**src/rtl/e1_map_common_pkg.sv**
```systemverilog
package e1_map_common_pkg;
  // Register offsets on the microprocessor bus.
  localparam logic [7:0] ADDR_PROV  = 8'h14;
  localparam logic [7:0] ADDR_CLEAR = 8'h15;
  localparam logic [7:0] ADDR_V4    = 8'hF1;
  localparam logic [7:0] ADDR_BIP2  = 8'hF5;
  // Field positions in the provisioning register.
  localparam int UEAL_BIT  = 4;
  localparam int AISSEL_BIT = 3;
  localparam int RDISEL_BIT = 2;
  localparam int A2L_BIT   = 1;
  localparam int HWIE_BIT  = 0;
  // Field positions in the command register.
  localparam int GCLR_BIT  = 7;
  localparam int ACLR_BIT  = 6;
  localparam int BCLR_BIT  = 5;
  localparam int PRST_BIT  = 4;
  localparam int RINI_BIT  = 0;
  // Field positions in the V4 and BIP-2 registers.
  localparam int V4EN_BIT  = 3;
  localparam int B2DIS_BIT = 7;
  // Writable bit masks; unused positions always read as zero.
  localparam logic [7:0] MASK_PROV  = 8'h1F;
  localparam logic [7:0] MASK_CLEAR = 8'hF1;
  localparam logic [7:0] MASK_V4    = 8'h08;
  localparam logic [7:0] MASK_BIP2  = 8'h80;
  // Reset values.
  localparam logic [7:0] RST_REG = 8'h00;
  // RDI persistence counts.
  localparam logic [3:0] RDI_LONG  = 4'hA;
  localparam logic [3:0] RDI_SHORT = 4'h5;
  // Lengths of the self-clearing cycles, in clock cycles.
  localparam int CYC_GCLR = 16;
  localparam int CYC_ACLR = 4;
  localparam int CYC_PRST = 8;
  localparam int CYC_RINI = 256;
  // Bus modes.
  localparam logic [1:0] MODE_MUX  = 2'h0;
  localparam logic [1:0] MODE_URING = 2'h1;
  localparam logic [1:0] MODE_BRING = 2'h2;
endpackage

```
**src/rtl/e1_mapper_common_provisioning.sv**
```systemverilog
module e1_mapper_common_provisioning
  import e1_map_common_pkg::*;
#(
  parameter int GCLR_CYCLES = CYC_GCLR,
  parameter int ACLR_CYCLES = CYC_ACLR,
  parameter int PRST_CYCLES = CYC_PRST,
  parameter int RINI_CYCLES = CYC_RINI
) (
  // Clock and reset.
  input  wire logic       clock,
  input  wire logic       resetn,
  // Microprocessor register port, one-cycle strobes.
  input  wire logic [7:0] regAddr,
  input  wire logic [7:0] regWrData,
  input  wire logic       regWrite,
  input  wire logic       regRead,
  output logic      [7:0] regRdData,
  // Mapper context from the datapath.
  input  wire logic [1:0] busMode,
  input  wire logic       dropFromA,
  input  wire logic       activeBusB,
  input  wire logic       au3Framing,
  input  wire logic       irqCondition,
  // Derived controls towards the four ports.
  output logic            unequippedOnA,
  output logic            unequippedOnB,
  output logic            ptrAisDetectEn,
  output logic            e1AisDetectEn,
  output logic      [2:0] aisInstanceMask,
  output logic      [3:0] rdiPersistCount,
  output logic            aisToLopEnable,
  output logic            irqPin,
  output logic            v4AccessEnable,
  output logic            bip2TestDisable,
  // Clear and reset strobes, level while busy.
  output logic            globalClearBusy,
  output logic            aAddHizEnable,
  output logic            bAddHizEnable,
  output logic            aSideAlarmClear,
  output logic            bSideAlarmClear,
  output logic            processorRestart,
  output logic            processorRamInit
);

  // This block keeps the shared provisioning bits of the four ports and
  // runs the self-clearing commands. Each command is a down counter whose
  // nonzero value is both the read-back bit and the strobe to the ports.
  // The derived controls are registered, so every output settles one edge
  // after the stored field that feeds it; a write therefore shows on the
  // outputs two edges after the strobe. Context inputs come from logic on
  // the same clock and are used as they arrive, with no synchroniser.

  // Stored provisioning fields.
  logic [4:0] prov_q;       // Provisioning register, low five bits.
  logic       v4En_q;       // V4 access enable.
  logic       b2Dis_q;      // BIP-2 test disable.
  logic       hizA_q;       // A add-bus high-impedance enable.
  logic       hizB_q;       // B add-bus high-impedance enable.

  // Busy counters for the self-clearing commands. Each one is loaded with
  // its cycle length when its command bit is written and then counts down
  // to zero; a nonzero count means that command is still in progress.
  // Sixteen bits leave room for a long RAM init without a width change.
  logic [15:0] gclrCnt_q;   // Global clear cycles left.
  logic [15:0] aclrCnt_q;   // A-side alarm clear cycles left.
  logic [15:0] bclrCnt_q;   // B-side alarm clear cycles left.
  logic [15:0] prstCnt_q;   // Processor restart cycles left.
  logic [15:0] riniCnt_q;   // Processor RAM init cycles left.

  // Write decodes. A write strobe counts for exactly one clock edge, so
  // each decode is a plain combination of the strobe and the offset.
  logic wrProv;     // Write to the provisioning register.
  logic wrClear;    // Write to the command register.
  logic wrV4;       // Write to the V4 access register.
  logic wrBip2;     // Write to the BIP-2 test register.

  // Busy flags, one per self-clearing command. The read-back and the
  // strobe outputs both come from these, so software polling a command
  // bit and the logic watching its strobe see the same cycle.
  logic gclrBusy;   // Global clear running.
  logic aclrBusy;   // A-side alarm clear running.
  logic bclrBusy;   // B-side alarm clear running.
  logic prstBusy;   // Processor restart running.
  logic riniBusy;   // Processor RAM init running.

  // Decode of the four mapped offsets; any other offset is ignored.
  assign wrProv   = regWrite && (regAddr == ADDR_PROV);
  assign wrClear  = regWrite && (regAddr == ADDR_CLEAR);
  assign wrV4     = regWrite && (regAddr == ADDR_V4);
  assign wrBip2   = regWrite && (regAddr == ADDR_BIP2);

  // A command is busy exactly while its counter is nonzero.
  assign gclrBusy = (gclrCnt_q != 16'h0000);
  assign aclrBusy = (aclrCnt_q != 16'h0000);
  assign bclrBusy = (bclrCnt_q != 16'h0000);
  assign prstBusy = (prstCnt_q != 16'h0000);
  assign riniBusy = (riniCnt_q != 16'h0000);

  // Provisioning storage; the global clear zeroes prov_q, v4En_q and b2Dis_q. Unused
  // bits are masked so a careless write cannot wake them up.
  // Writes that land while the global clear runs are dropped on purpose:
  // letting them through would leave a half-cleared state behind, and
  // software is expected to poll the command bit before provisioning.
  always_ff @(posedge clock or negedge resetn) begin
    if (!resetn) begin
      prov_q  <= 5'h00;
      v4En_q  <= 1'b0;
      b2Dis_q <= 1'b0;
    end else if (gclrBusy) begin
      prov_q  <= 5'h00;
      v4En_q  <= 1'b0;
      b2Dis_q <= 1'b0;
    end else begin
      if (wrProv) begin
        prov_q <= regWrData[4:0] & MASK_PROV[4:0];
      end
      if (wrV4) begin
        v4En_q <= regWrData[V4EN_BIT];
      end
      if (wrBip2) begin
        b2Dis_q <= regWrData[B2DIS_BIT];
      end
    end
  end

  // Add-bus high-impedance enables are forced to 1 by the global clear.
  // They also come up at 1 so the buses float until provisioned.
  // Their write path lives in another register, so this block only ever
  // sets them; it never drives them low on its own.
  always_ff @(posedge clock or negedge resetn) begin
    if (!resetn) begin
      hizA_q <= 1'b1;
      hizB_q <= 1'b1;
    end else if (gclrBusy) begin
      hizA_q <= 1'b1;
      hizB_q <= 1'b1;
    end
  end

  // Global clear counter. A new command is ignored while one runs.
  // Restarting the count from a second write would stretch the clear
  // without limit if software kept writing, so the first one wins.
  always_ff @(posedge clock or negedge resetn) begin
    if (!resetn) begin
      gclrCnt_q <= 16'h0000;
    end else if (gclrBusy) begin
      gclrCnt_q <= gclrCnt_q - 16'h0001;
    end else if (wrClear && regWrData[GCLR_BIT]) begin
      gclrCnt_q <= 16'(GCLR_CYCLES);
    end
  end

  // A and B clears run independently, so both may start together.
  // They share one cycle length; a single write of both bits therefore
  // starts and ends both strobes on the same edges.
  always_ff @(posedge clock or negedge resetn) begin
    if (!resetn) begin
      aclrCnt_q <= 16'h0000;
      bclrCnt_q <= 16'h0000;
    end else begin
      if (aclrCnt_q != 16'h0000) begin
        aclrCnt_q <= aclrCnt_q - 16'h0001;
      end else if (wrClear && regWrData[ACLR_BIT]) begin
        aclrCnt_q <= 16'(ACLR_CYCLES);
      end
      if (bclrCnt_q != 16'h0000) begin
        bclrCnt_q <= bclrCnt_q - 16'h0001;
      end else if (wrClear && regWrData[BCLR_BIT]) begin
        bclrCnt_q <= 16'(ACLR_CYCLES);
      end
    end
  end

  // Processor restart and RAM init. Software keeps them apart from the
  // global clear; hardware does not arbitrate beyond ignoring restarts.
  // A limitation: if both bits arrive in one write, both counters start,
  // and the processor sees restart and RAM init overlap.
  always_ff @(posedge clock or negedge resetn) begin
    if (!resetn) begin
      prstCnt_q <= 16'h0000;
      riniCnt_q <= 16'h0000;
    end else begin
      if (prstCnt_q != 16'h0000) begin
        prstCnt_q <= prstCnt_q - 16'h0001;
      end else if (wrClear && regWrData[PRST_BIT]) begin
        prstCnt_q <= 16'(PRST_CYCLES);
      end
      if (riniCnt_q != 16'h0000) begin
        riniCnt_q <= riniCnt_q - 16'h0001;
      end else if (wrClear && regWrData[RINI_BIT]) begin
        riniCnt_q <= 16'(RINI_CYCLES);
      end
    end
  end

  // Registered outputs derived from provisioning and context.
  // Registering them costs one cycle of latency but keeps every port
  // control glitch-free while the context inputs change.
  // The reset values match a fully cleared provisioning register, except unequippedOnA and unequippedOnB, which both reset to 0.
  always_ff @(posedge clock or negedge resetn) begin
    if (!resetn) begin
      unequippedOnA   <= 1'b0;
      unequippedOnB   <= 1'b0;
      ptrAisDetectEn  <= 1'b1;
      e1AisDetectEn   <= 1'b0;
      aisInstanceMask <= 3'h1;
      rdiPersistCount <= RDI_SHORT;
      aisToLopEnable  <= 1'b0;
      irqPin          <= 1'b0;
      v4AccessEnable  <= 1'b0;
      bip2TestDisable <= 1'b0;
    end else begin
      // Multiplexer mode with the active-line enable clear: the channel
      // goes out on the bus that the drop direction names.
      if (busMode == MODE_MUX && !prov_q[UEAL_BIT]) begin
        unequippedOnA <= dropFromA;
        unequippedOnB <= !dropFromA;
      end else begin
        // Ring modes, or the enable set: the active bus carries it.
        unequippedOnA <= !activeBusB;
        unequippedOnB <= activeBusB;
      end
      ptrAisDetectEn  <= !prov_q[AISSEL_BIT];
      e1AisDetectEn   <= prov_q[AISSEL_BIT];
      aisInstanceMask <= au3Framing ? 3'h7 : 3'h1;
      rdiPersistCount <= prov_q[RDISEL_BIT] ? RDI_LONG : RDI_SHORT;
      aisToLopEnable  <= prov_q[A2L_BIT];
      irqPin          <= irqCondition && prov_q[HWIE_BIT];
      v4AccessEnable  <= v4En_q;
      bip2TestDisable <= b2Dis_q;
    end
  end

  // Command strobes, held high while each cycle runs.
  // Each strobe is the registered busy flag, so it rises one edge after
  // its counter is loaded and falls one edge after the counter reaches zero.
  always_ff @(posedge clock or negedge resetn) begin
    if (!resetn) begin
      globalClearBusy  <= 1'b0;
      aSideAlarmClear  <= 1'b0;
      bSideAlarmClear  <= 1'b0;
      processorRestart <= 1'b0;
      processorRamInit <= 1'b0;
      aAddHizEnable    <= 1'b1;
      bAddHizEnable    <= 1'b1;
    end else begin
      globalClearBusy  <= gclrBusy;
      aSideAlarmClear  <= aclrBusy;
      bSideAlarmClear  <= bclrBusy;
      processorRestart <= prstBusy;
      processorRamInit <= riniBusy;
      aAddHizEnable    <= hizA_q;
      bAddHizEnable    <= hizB_q;
    end
  end

  // Read data, registered; command bits show busy state.
  // The value holds between reads, so a slow host may take it late.
  // Unused and unmapped positions always read as zero.
  always_ff @(posedge clock or negedge resetn) begin
    if (!resetn) begin
      regRdData <= RST_REG;
    end else if (regRead) begin
      case (regAddr)
        ADDR_PROV:  regRdData <= {3'h0, prov_q};
        ADDR_CLEAR: regRdData <= {gclrBusy, aclrBusy,
                                  bclrBusy,
                                  prstBusy, 3'h0,
                                  riniBusy};
        ADDR_V4:    regRdData <= {4'h0, v4En_q, 3'h0};
        ADDR_BIP2:  regRdData <= {b2Dis_q, 7'h00};
        // Any other offset reads as zero.
        default:    regRdData <= 8'h00;
      endcase
    end
  end

endmodule

```
**config.mk**
```make
export PLATFORM = sky130hd
export DESIGN_NAME = e1_mapper_common_provisioning
export DESIGN_NICKNAME = d
export VERILOG_FILES = /design/src/rtl/e1_map_common_pkg.sv /design/src/rtl/e1_mapper_common_provisioning.sv
export SDC_FILE = /design/constraint.sdc
export NUM_CORES = 1
export LEC_CHECK = 0
export BUFFER_PORTS_ARGS = -buffer_cell sky130_fd_sc_hd__buf_2
export CORE_UTILIZATION = 63
export DETAILED_ROUTE_END_ITERATION = 10
export GPL_TIMING_DRIVEN = 0
export PLACE_DENSITY = 0.95
export SLEW_MARGIN = 30
export SYNTH_ARGS = -nofsm -noshare
export SYNTH_HDL_FRONTEND = slang
export SYNTH_SLANG_ARGS = --single-unit
```
**constraint.sdc**
```tcl
create_clock -name clock -period 4.33 [get_ports clock]
set_input_delay 0.433 -clock clock [delete_from_list [all_inputs] [get_ports clock]]
set_output_delay 0.433 -clock clock [all_outputs]
set_load 0.01 [all_outputs]
```
==> summary.md, run 1 <==
| Metric | Value |
|---|---|
| Yosys top cell area share | `53.0%` |
| YS warnings | `0` |
| Antenna viol nets, final | `0` |
| Crit path largest cell delay | `0.63 ns` |
| PwrDens | `588 nW/um^2` |
| CP endpoint | `regRdData[0]` |
| Setup bufs post-CTS | `0` |
| Final Cycle Share | `56.5%` |
| Tot GR Track Use | `28.1%` |
| Initial DRC Count | `301` |
| DP Worst Slack | `1.76 ns` |
| Seq cells post-synth | `111` |
| Most common cell in the netlist | `dfrtp_1` |
| Routed via count divided by cell count | `6.15` |
| Compound-gate portion of the synthesized area | `8.09%` |
| Cell variety after synth | `56` |
| Max Freq | `0.409 GHz` |
| Final min period | `2.45 ns` |
| Reg2Reg Depth | `8` |
| ANT cells | `0` |
| PortBufs | `51` |
| CTS Buffer Depth | `2` |
| Worst Path Max Fanout | `7` |
| Crit-path most repeated cell | `inv_1` |
| Post-synthesis sequential area ratio | `54.0%` |
| RD Place Congestion | `0.845` |
| Largest net degree at the start of global routing | `67` |
| Setup CP Type | `register to register` |
| DRC viols | `0` |
| Initial Util | `65.9%` |
| Clock Sink Count | `111` |
| Post-CTS sizing | `0` |
| Routed len/inst | `16.8 um` |
| Grt ovf | `0` |
| Main synth FF type | `dfrtp_1` |
| Adder-cell share of the synthesized area | `2.43%` |
| CTS tree | `yes` |
| Tightest Pin Transition | `0.903 ns` |
| Clock latency on the worst-skew pair | `0.38 ns` |
| Reg2reg start | `riniCnt_q[0]` |
| Synth Area in XOR/XNOR | `6.81%` |
| # hold bufs at CTS | `1` |
| Final Max Slew Viols | `0` |
| CP Data Required Time | `4.57 ns` |
| Cell count after synthesis | `484` |
| CP delay by family, top | `simple AND/OR/NAND/NOR gates` |
| Worst-path clk slew | `0.10 ns` |
| Die area | `8540 sq um` |
| Ys async rst share | `100%` |
| Clk Tree Root Cell | `clkbuf_8` |
| Reg2reg end | `regRdData[0]` |
| Run status | `finished clean` |
| Area leader, netlist | `dfrtp_1` |
| Post-synth EDFFs | `0` |
| Die Y | `92.4 um` |
| Final Hold Fails | `0` |
| Final #Nets | `586` |
| Worst EP arrival | `2.69 ns` |
| Die W | `92.4 um` |
| HPWL Detailed | `7940 um` |
| CP Depth | `8` |
| Final setup skew | `0.0121 ns` |
| Critical-path cell list | `inv_1 > ha_1 > nor4b_1 > and4_1 > clkbuf_1 > inv_1 > nor2_1 > o22ai_1` |
| Iteration count of the initial detailed-routing pass | `4` |
| Worst setup SP type | `register` |
| CP Capture Type | `register` |
| # rows | `32` |
| Commonest cells post-synth | `dfrtp_1, nor3_1, nor2_1` |
| Vias in the first global route | `3993` |
| Final WS setup | `1.88 ns` |
| Largest family of logic cells by synthesized area | `simple AND/OR/NAND/NOR gates` |
| WL final | `11000 um` |
| Initial antenna violation count | `1` |
| Setup TNS | `0 ns` |
| Slew HR | `39.3%` |
| CP startpoint | `riniCnt_q[0]` |
| Synth Area in Simple Gates | `21.2%` |
| Synth area leaders | `dfrtp_1, xnor2_1, nor3_1` |
| Core area | `7810 sq um` |
| Slowest cell on crit path | `nor4b_1` |
| Inserted Clock Buffers | `9` |
| Setup violators final | `0` |
| Leak pwr | `2.57 nW` |
| First-pass GRT wire length | `18500 um` |
| Flop2flop setup slack | `1.88 ns` |
| Max capacitance violation total | `0` |
| Mux share of post-synthesis cell area | `3.77%` |
| Share of cells above drive strength 1 | `17.1%` |
| IR drop worst, VDD | `0.263 mV` |
| H-tree levels | `3` |
| Hold Path Class | `primary input to register` |
| Syn-to-layout area delta | `11.7%` |
| Io pins | `56` |
| RSZ-0062 raised after global routing | `false` |
| Routed vias | `4035` |
| CP bufs+invs | `3` |
| Post-Syn Area | `5150 sq um` |
| Avg Synthesized Cell Area | `10.6 sq um` |
-- where the power goes --
group	leakage [nW]	internal [W]	switching, W	total [W]
combinational	1.09	0.000475	0.000564	0.00104
sequential	1.39	0.00139	0.000396	0.00178
clock	0.0898	0.000210	0.000347	0.000557
-- state kept, by name, indices dropped and copies added (netlist names), 2 cells and up --
signal,count
aclrCnt_q,16
bclrCnt_q,16
gclrCnt_q,16
prov_q,5
prstCnt_q,16
rdiPersistCount,2
regRdData,8
riniCnt_q,16
-- routing by layer --
layer	global-route usage, %	share of wire (%)	vias to the layer above
met5	0	0.12	-
met4	11.6	2.8	2
met3	6.40	5.1	30
met2	49.4	53	149
met1	33.1	39	1985
li1	-	-	1869
-- kinds of logic after synthesis --
kind of cell / after synthesis
AND/OR/NAND/NOR: 197
flip-flops: 111
AO/OA/AOI/OAI: 64
buffers and inverters: 43
XOR/XNOR: 40
multiplexers: 18
adder cells (fa/ha/maj): 10
other: 1
-- cells in the final DEF (no fill, tap or decap), types with 4 or more instances in the layout --
cell / netlist / routed
dfrtp_1: 109 / 109
buf_2: 1 / 51
nor3_1: 37 / 37
nor2_1: 33 / 33
inv_1: 25 / 25
nand2_1: 24 / 24
xnor2_1: 23 / 23
o21ai_0: 21 / 21
nand4_1: 17 / 17
xor2_1: 17 / 17
nand3_1: 15 / 15
nor4_1: 13 / 13
mux2_2: 11 / 11
ha_1: 10 / 10
or3_1: 9 / 9
clkbuf_8: 0 / 9
clkbuf_1: 8 / 8
nor3b_1: 7 / 7
mux2i_1: 7 / 7
a21oi_1: 7 / 7
or4_1: 6 / 6
nand2b_1: 6 / 6
nor4b_1: 6 / 6
buf_4: 6 / 6
and2_1: 5 / 5
o22ai_1: 5 / 5
a211oi_1: 5 / 5
and3_1: 4 / 4
a21o_1: 4 / 4
-- worst min path at each step --
stage / startpoint / depth (start not counted) / slack (ns) / endpoint
global route: au3Framing / 1 / 0.13 / aisInstanceMask[1]
detailed placement: resetn / 1 / 0.39 / bclrCnt_q[12]
floorplan: resetn / 0 / 0.14 / aSideAlarmClear
finish: au3Framing / 1 / 0.15 / aisInstanceMask[1]
CTS: au3Framing / 1 / 0.14 / aisInstanceMask[1]
global placement: v4En_q / 0 / 0.39 / v4AccessEnable
-- area by class of cell --
type / instances / area [sq um]
sequential: 111 / 2780
multi-input combinational: 332 / 2190
fill: 510 / 2060
timing repair buffer: 53 / 299
tap: 102 / 128
clock buffer: 9 / 124
inverter: 26 / 97.6
buffer: 17 / 87.6
clock inverter: 6 / 45.0
-- metrics by stage --
step | hold WS, ns | std cells | cell area, sq um | total power (W) | util (%)
2_1_floorplan | 0.137 | 486 | 5150 | 0.00249 | -
3_3_place_gp | 0.387 | 639 | 5540 | 0.00268 | 70.9
3_5_place_dp | 0.387 | 640 | 5570 | 0.00280 | 71.4
4_1_cts | 0.142 | 656 | 5750 | 0.00338 | 73.7
5_1_grt | 0.128 | 656 | 5750 | 0.00361 | 73.7
6_report | 0.153 | 656 | 5750 | 0.00338 | 73.7
No activity file was read; power rests on OpenSTA's default activity.
==> inputs of run 2 (changes only) <==
CORE_UTILIZATION = 53   (was 63)
PLACE_DENSITY = 0.87   (was 0.95)
clock period = 2 ns   (was 4.33 ns; I/O delays follow)
==> run 2 against run 1 <==
  * Utilization down 6.7 points
  * Non-clock buffer count up 15
  * Die area up 18%
  * Worst hold slack worse by 0.093 ns
  * The run now ends with setup timing left
  * Flip-flop and latch count unchanged
==> summary.md, run 2 (synthesized netlist as in run 1, its figures left out) <==
| Metric | Value |
|---|---|
| Leak pwr | `2.72 nW (+5.8%)` |
| Final #Nets | `601 (+2.6%)` |
| Final setup skew | `0.0166 ns (+0.00444 ns)` |
| Initial DRC Count | `299 (-0.66%)` |
| PortBufs | `51 (unchanged)` |
| HPWL Detailed | `7640 um (-3.8%)` |
| RSZ-0062 raised after global routing | `true` |
| Routed vias | `4159 (+3.1%)` |
| Final min period | `2.14 ns (-0.306 ns)` |
| Final Cycle Share | `107% (+50 points)` |
| Violated checks | `setup timing` |
| Met3 GRT Util | `3.54% (-2.9 points)` |
| CP Capture Type | `register` |
| Die area | `10100 sq um (+18%)` |
| Antenna viol nets, final | `0 (unchanged)` |
| Worst EP arrival | `2.44 ns (-0.25 ns)` |
| Inserted Clock Buffers | `9 (unchanged)` |
| Slew HR | `35.5% (-3.8 points)` |
| Setup CP Type | `register to register` |
| # rows | `35 (+9.4%)` |
| Final Hold Fails | `0 (unchanged)` |
| Worst Path Max Fanout | `2 (-5)` |
| Slowest cell on crit path | `or4b_4` |
| Hold EP | `unequippedOnA` |
| Setup TNS | `-0.169 ns (-0.169 ns)` |
| CTS tree | `yes` |
| DP Worst Slack | `-0.469 ns (-2.23 ns)` |
| Max capacitance violation total | `0 (unchanged)` |
| RD Place Congestion | `0.825 (-2.4%)` |
| Grt ovf | `0 (unchanged)` |
| Share of cells above drive strength 1 | `27.8% (+11 points)` |
| Worst setup SP type | `register` |
| H-tree levels | `3 (unchanged)` |
| Initial Util | `55.2% (-11 points)` |
| GR Layer Usage met1 | `30.4% (-2.7 points)` |
| Routed via count divided by cell count | `5.96 (-3.1%)` |
| Crit path largest cell delay | `0.54 ns (-0.09 ns)` |
| Hold Path Class | `primary input to register` |
| DRC viols | `0 (unchanged)` |
| M2 GR Usage | `40.2% (-9.2 points)` |
| Die Y | `101 um (+8.8%)` |
| Hold wc startpoint | `activeBusB` |
| GR peak layer | `met2` |
| Core area | `9330 sq um (+19%)` |
| Register area | `2780 sq um (about the same)` |
| Fillers | `642 (+26%)` |
| CP delay by family, top | `simple AND/OR/NAND/NOR gates` |
| Clk Tree Root Cell | `clkbuf_8` |
| Worst-path clk slew | `0.10 ns (about the same)` |
| Io pins | `56 (unchanged)` |
| Largest net degree at the start of global routing | `58 (-13%)` |
| Syn-to-layout area delta | `21.2%` |
| Power Total | `0.00818 W (+140%)` |
| First-pass GRT wire length | `18600 um (+0.89%)` |
| Most common cell after layout, fill and taps aside | `dfrtp_1` |
| Vias in the first global route | `3921 (-1.8%)` |
| Run status | `complete, but fails checks` |
| ANT cells | `0 (unchanged)` |
| Reg2Reg Depth | `4 (-4)` |
| CTS Buffer Depth | `2 (unchanged)` |
| WL final | `12200 um (+11%)` |
| Max Freq | `0.468 GHz (+14%)` |
| CP bufs+invs | `0 (-3)` |
| Flop2flop setup slack | `-0.14 ns (-2.02 ns)` |
| Clock Sink Count | `111 (unchanged)` |
| Reg2reg end | `gclrCnt_q[15]` |
| Tightest Pin Transition | `0.960 ns (+0.0571 ns)` |
| Post-DP Area | `5610 sq um (+0.67%)` |
| Initial antenna violation count | `0 (-1)` |
| Final Max Slew Viols | `0 (unchanged)` |
| Highest-count cells in the layout ignoring fill and taps | `dfrtp_1, buf_2, nor3_1` |
| Critical-path cell list | `or4_4 > or4_4 > or4b_4 > a21oi_2` |
| PwrDens | `1310 nW/um^2 (+120%)` |
| Die W | `101 um (+8.8%)` |
| Crit-path most repeated cell | `or4_4` |
| Worst hold stages | `2 (+1)` |
| Routed len/inst | `17.4 um (+4.0%)` |
| CP Data Required Time | `2.30 ns (-2.27 ns)` |
| Reg2reg start | `gclrCnt_q[2]` |
| IR drop worst, VDD | `0.596 mV (+130%)` |
| Final WS setup | `-0.139 ns (-2.02 ns)` |
| Multi-input gate area | `2470 sq um (+13%)` |
| Tot GR Track Use | `23.4% (-4.7 points)` |
| Iteration count of the initial detailed-routing pass | `5 (+1)` |
| Clock latency on the worst-skew pair | `0.37 ns (about the same)` |
| Final instance area | `6240 sq um (+8.5%)` |
| Setup violators final | `2 (+2)` |
run 2: what timing repair did:
item / in CTS / in global routing
pin swaps: 5 / 6
endpoints found under the hold margin: 56 / 0
setup endpoints to repair: 55 / 60
hold buffers: 2 / 0
gates resized for setup: 32 / 33
setup buffers: 9 / 11
run 2: per-layer routing:
| metal | share of wire (%) | up-vias |
|---|---|---|
| met1 | 42 | 2053 |
| met3 | 4.9 | 31 |
| met2 | 51 | 172 |
| li1 | - | 1903 |
| met4 | 2.2 | 0 |
| met5 | 0 | - |
run 2: area by class of cell:
cell class	count	share of cell area, %
Buffer	11	1.04
Multi-Input combinational cell	332	39.6
Clock buffer	11	2.27
Inverter	26	1.56
Timing Repair Buffer	74	7.54
Sequential cell	111	44.6
Clock inverter	4	0.862
Tap cell	129	2.59
run 2: metrics by stage:
stage	util, %	hold slack, ns	instances
2_1_floorplan	-	-0.0956	486
3_3_place_gp	59.8	0.308	666
3_5_place_dp	60.1	0.197	667
4_1_cts	64.7	0.0496	689
5_1_grt	66.9	0.0614	698
6_report	66.9	0.0599	698
run 2: power breakdown:
part           switching [W]  internal [W]
Sequential           0.00105       0.00301
Clock               0.000746      0.000612
Combinational        0.00144       0.00133
run 2: worst max path at each step:
stage                 startpoint            end  cells past startpoint
detailed placement  riniCnt_q[0]   riniCnt_q[6]                      8
CTS                 gclrCnt_q[3]  gclrCnt_q[15]                      5
global placement          resetn   aclrCnt_q[8]                      1
global route        gclrCnt_q[3]  gclrCnt_q[15]                      4
floorplan           gclrCnt_q[3]  gclrCnt_q[15]                      5
finish              gclrCnt_q[2]  gclrCnt_q[15]                      4
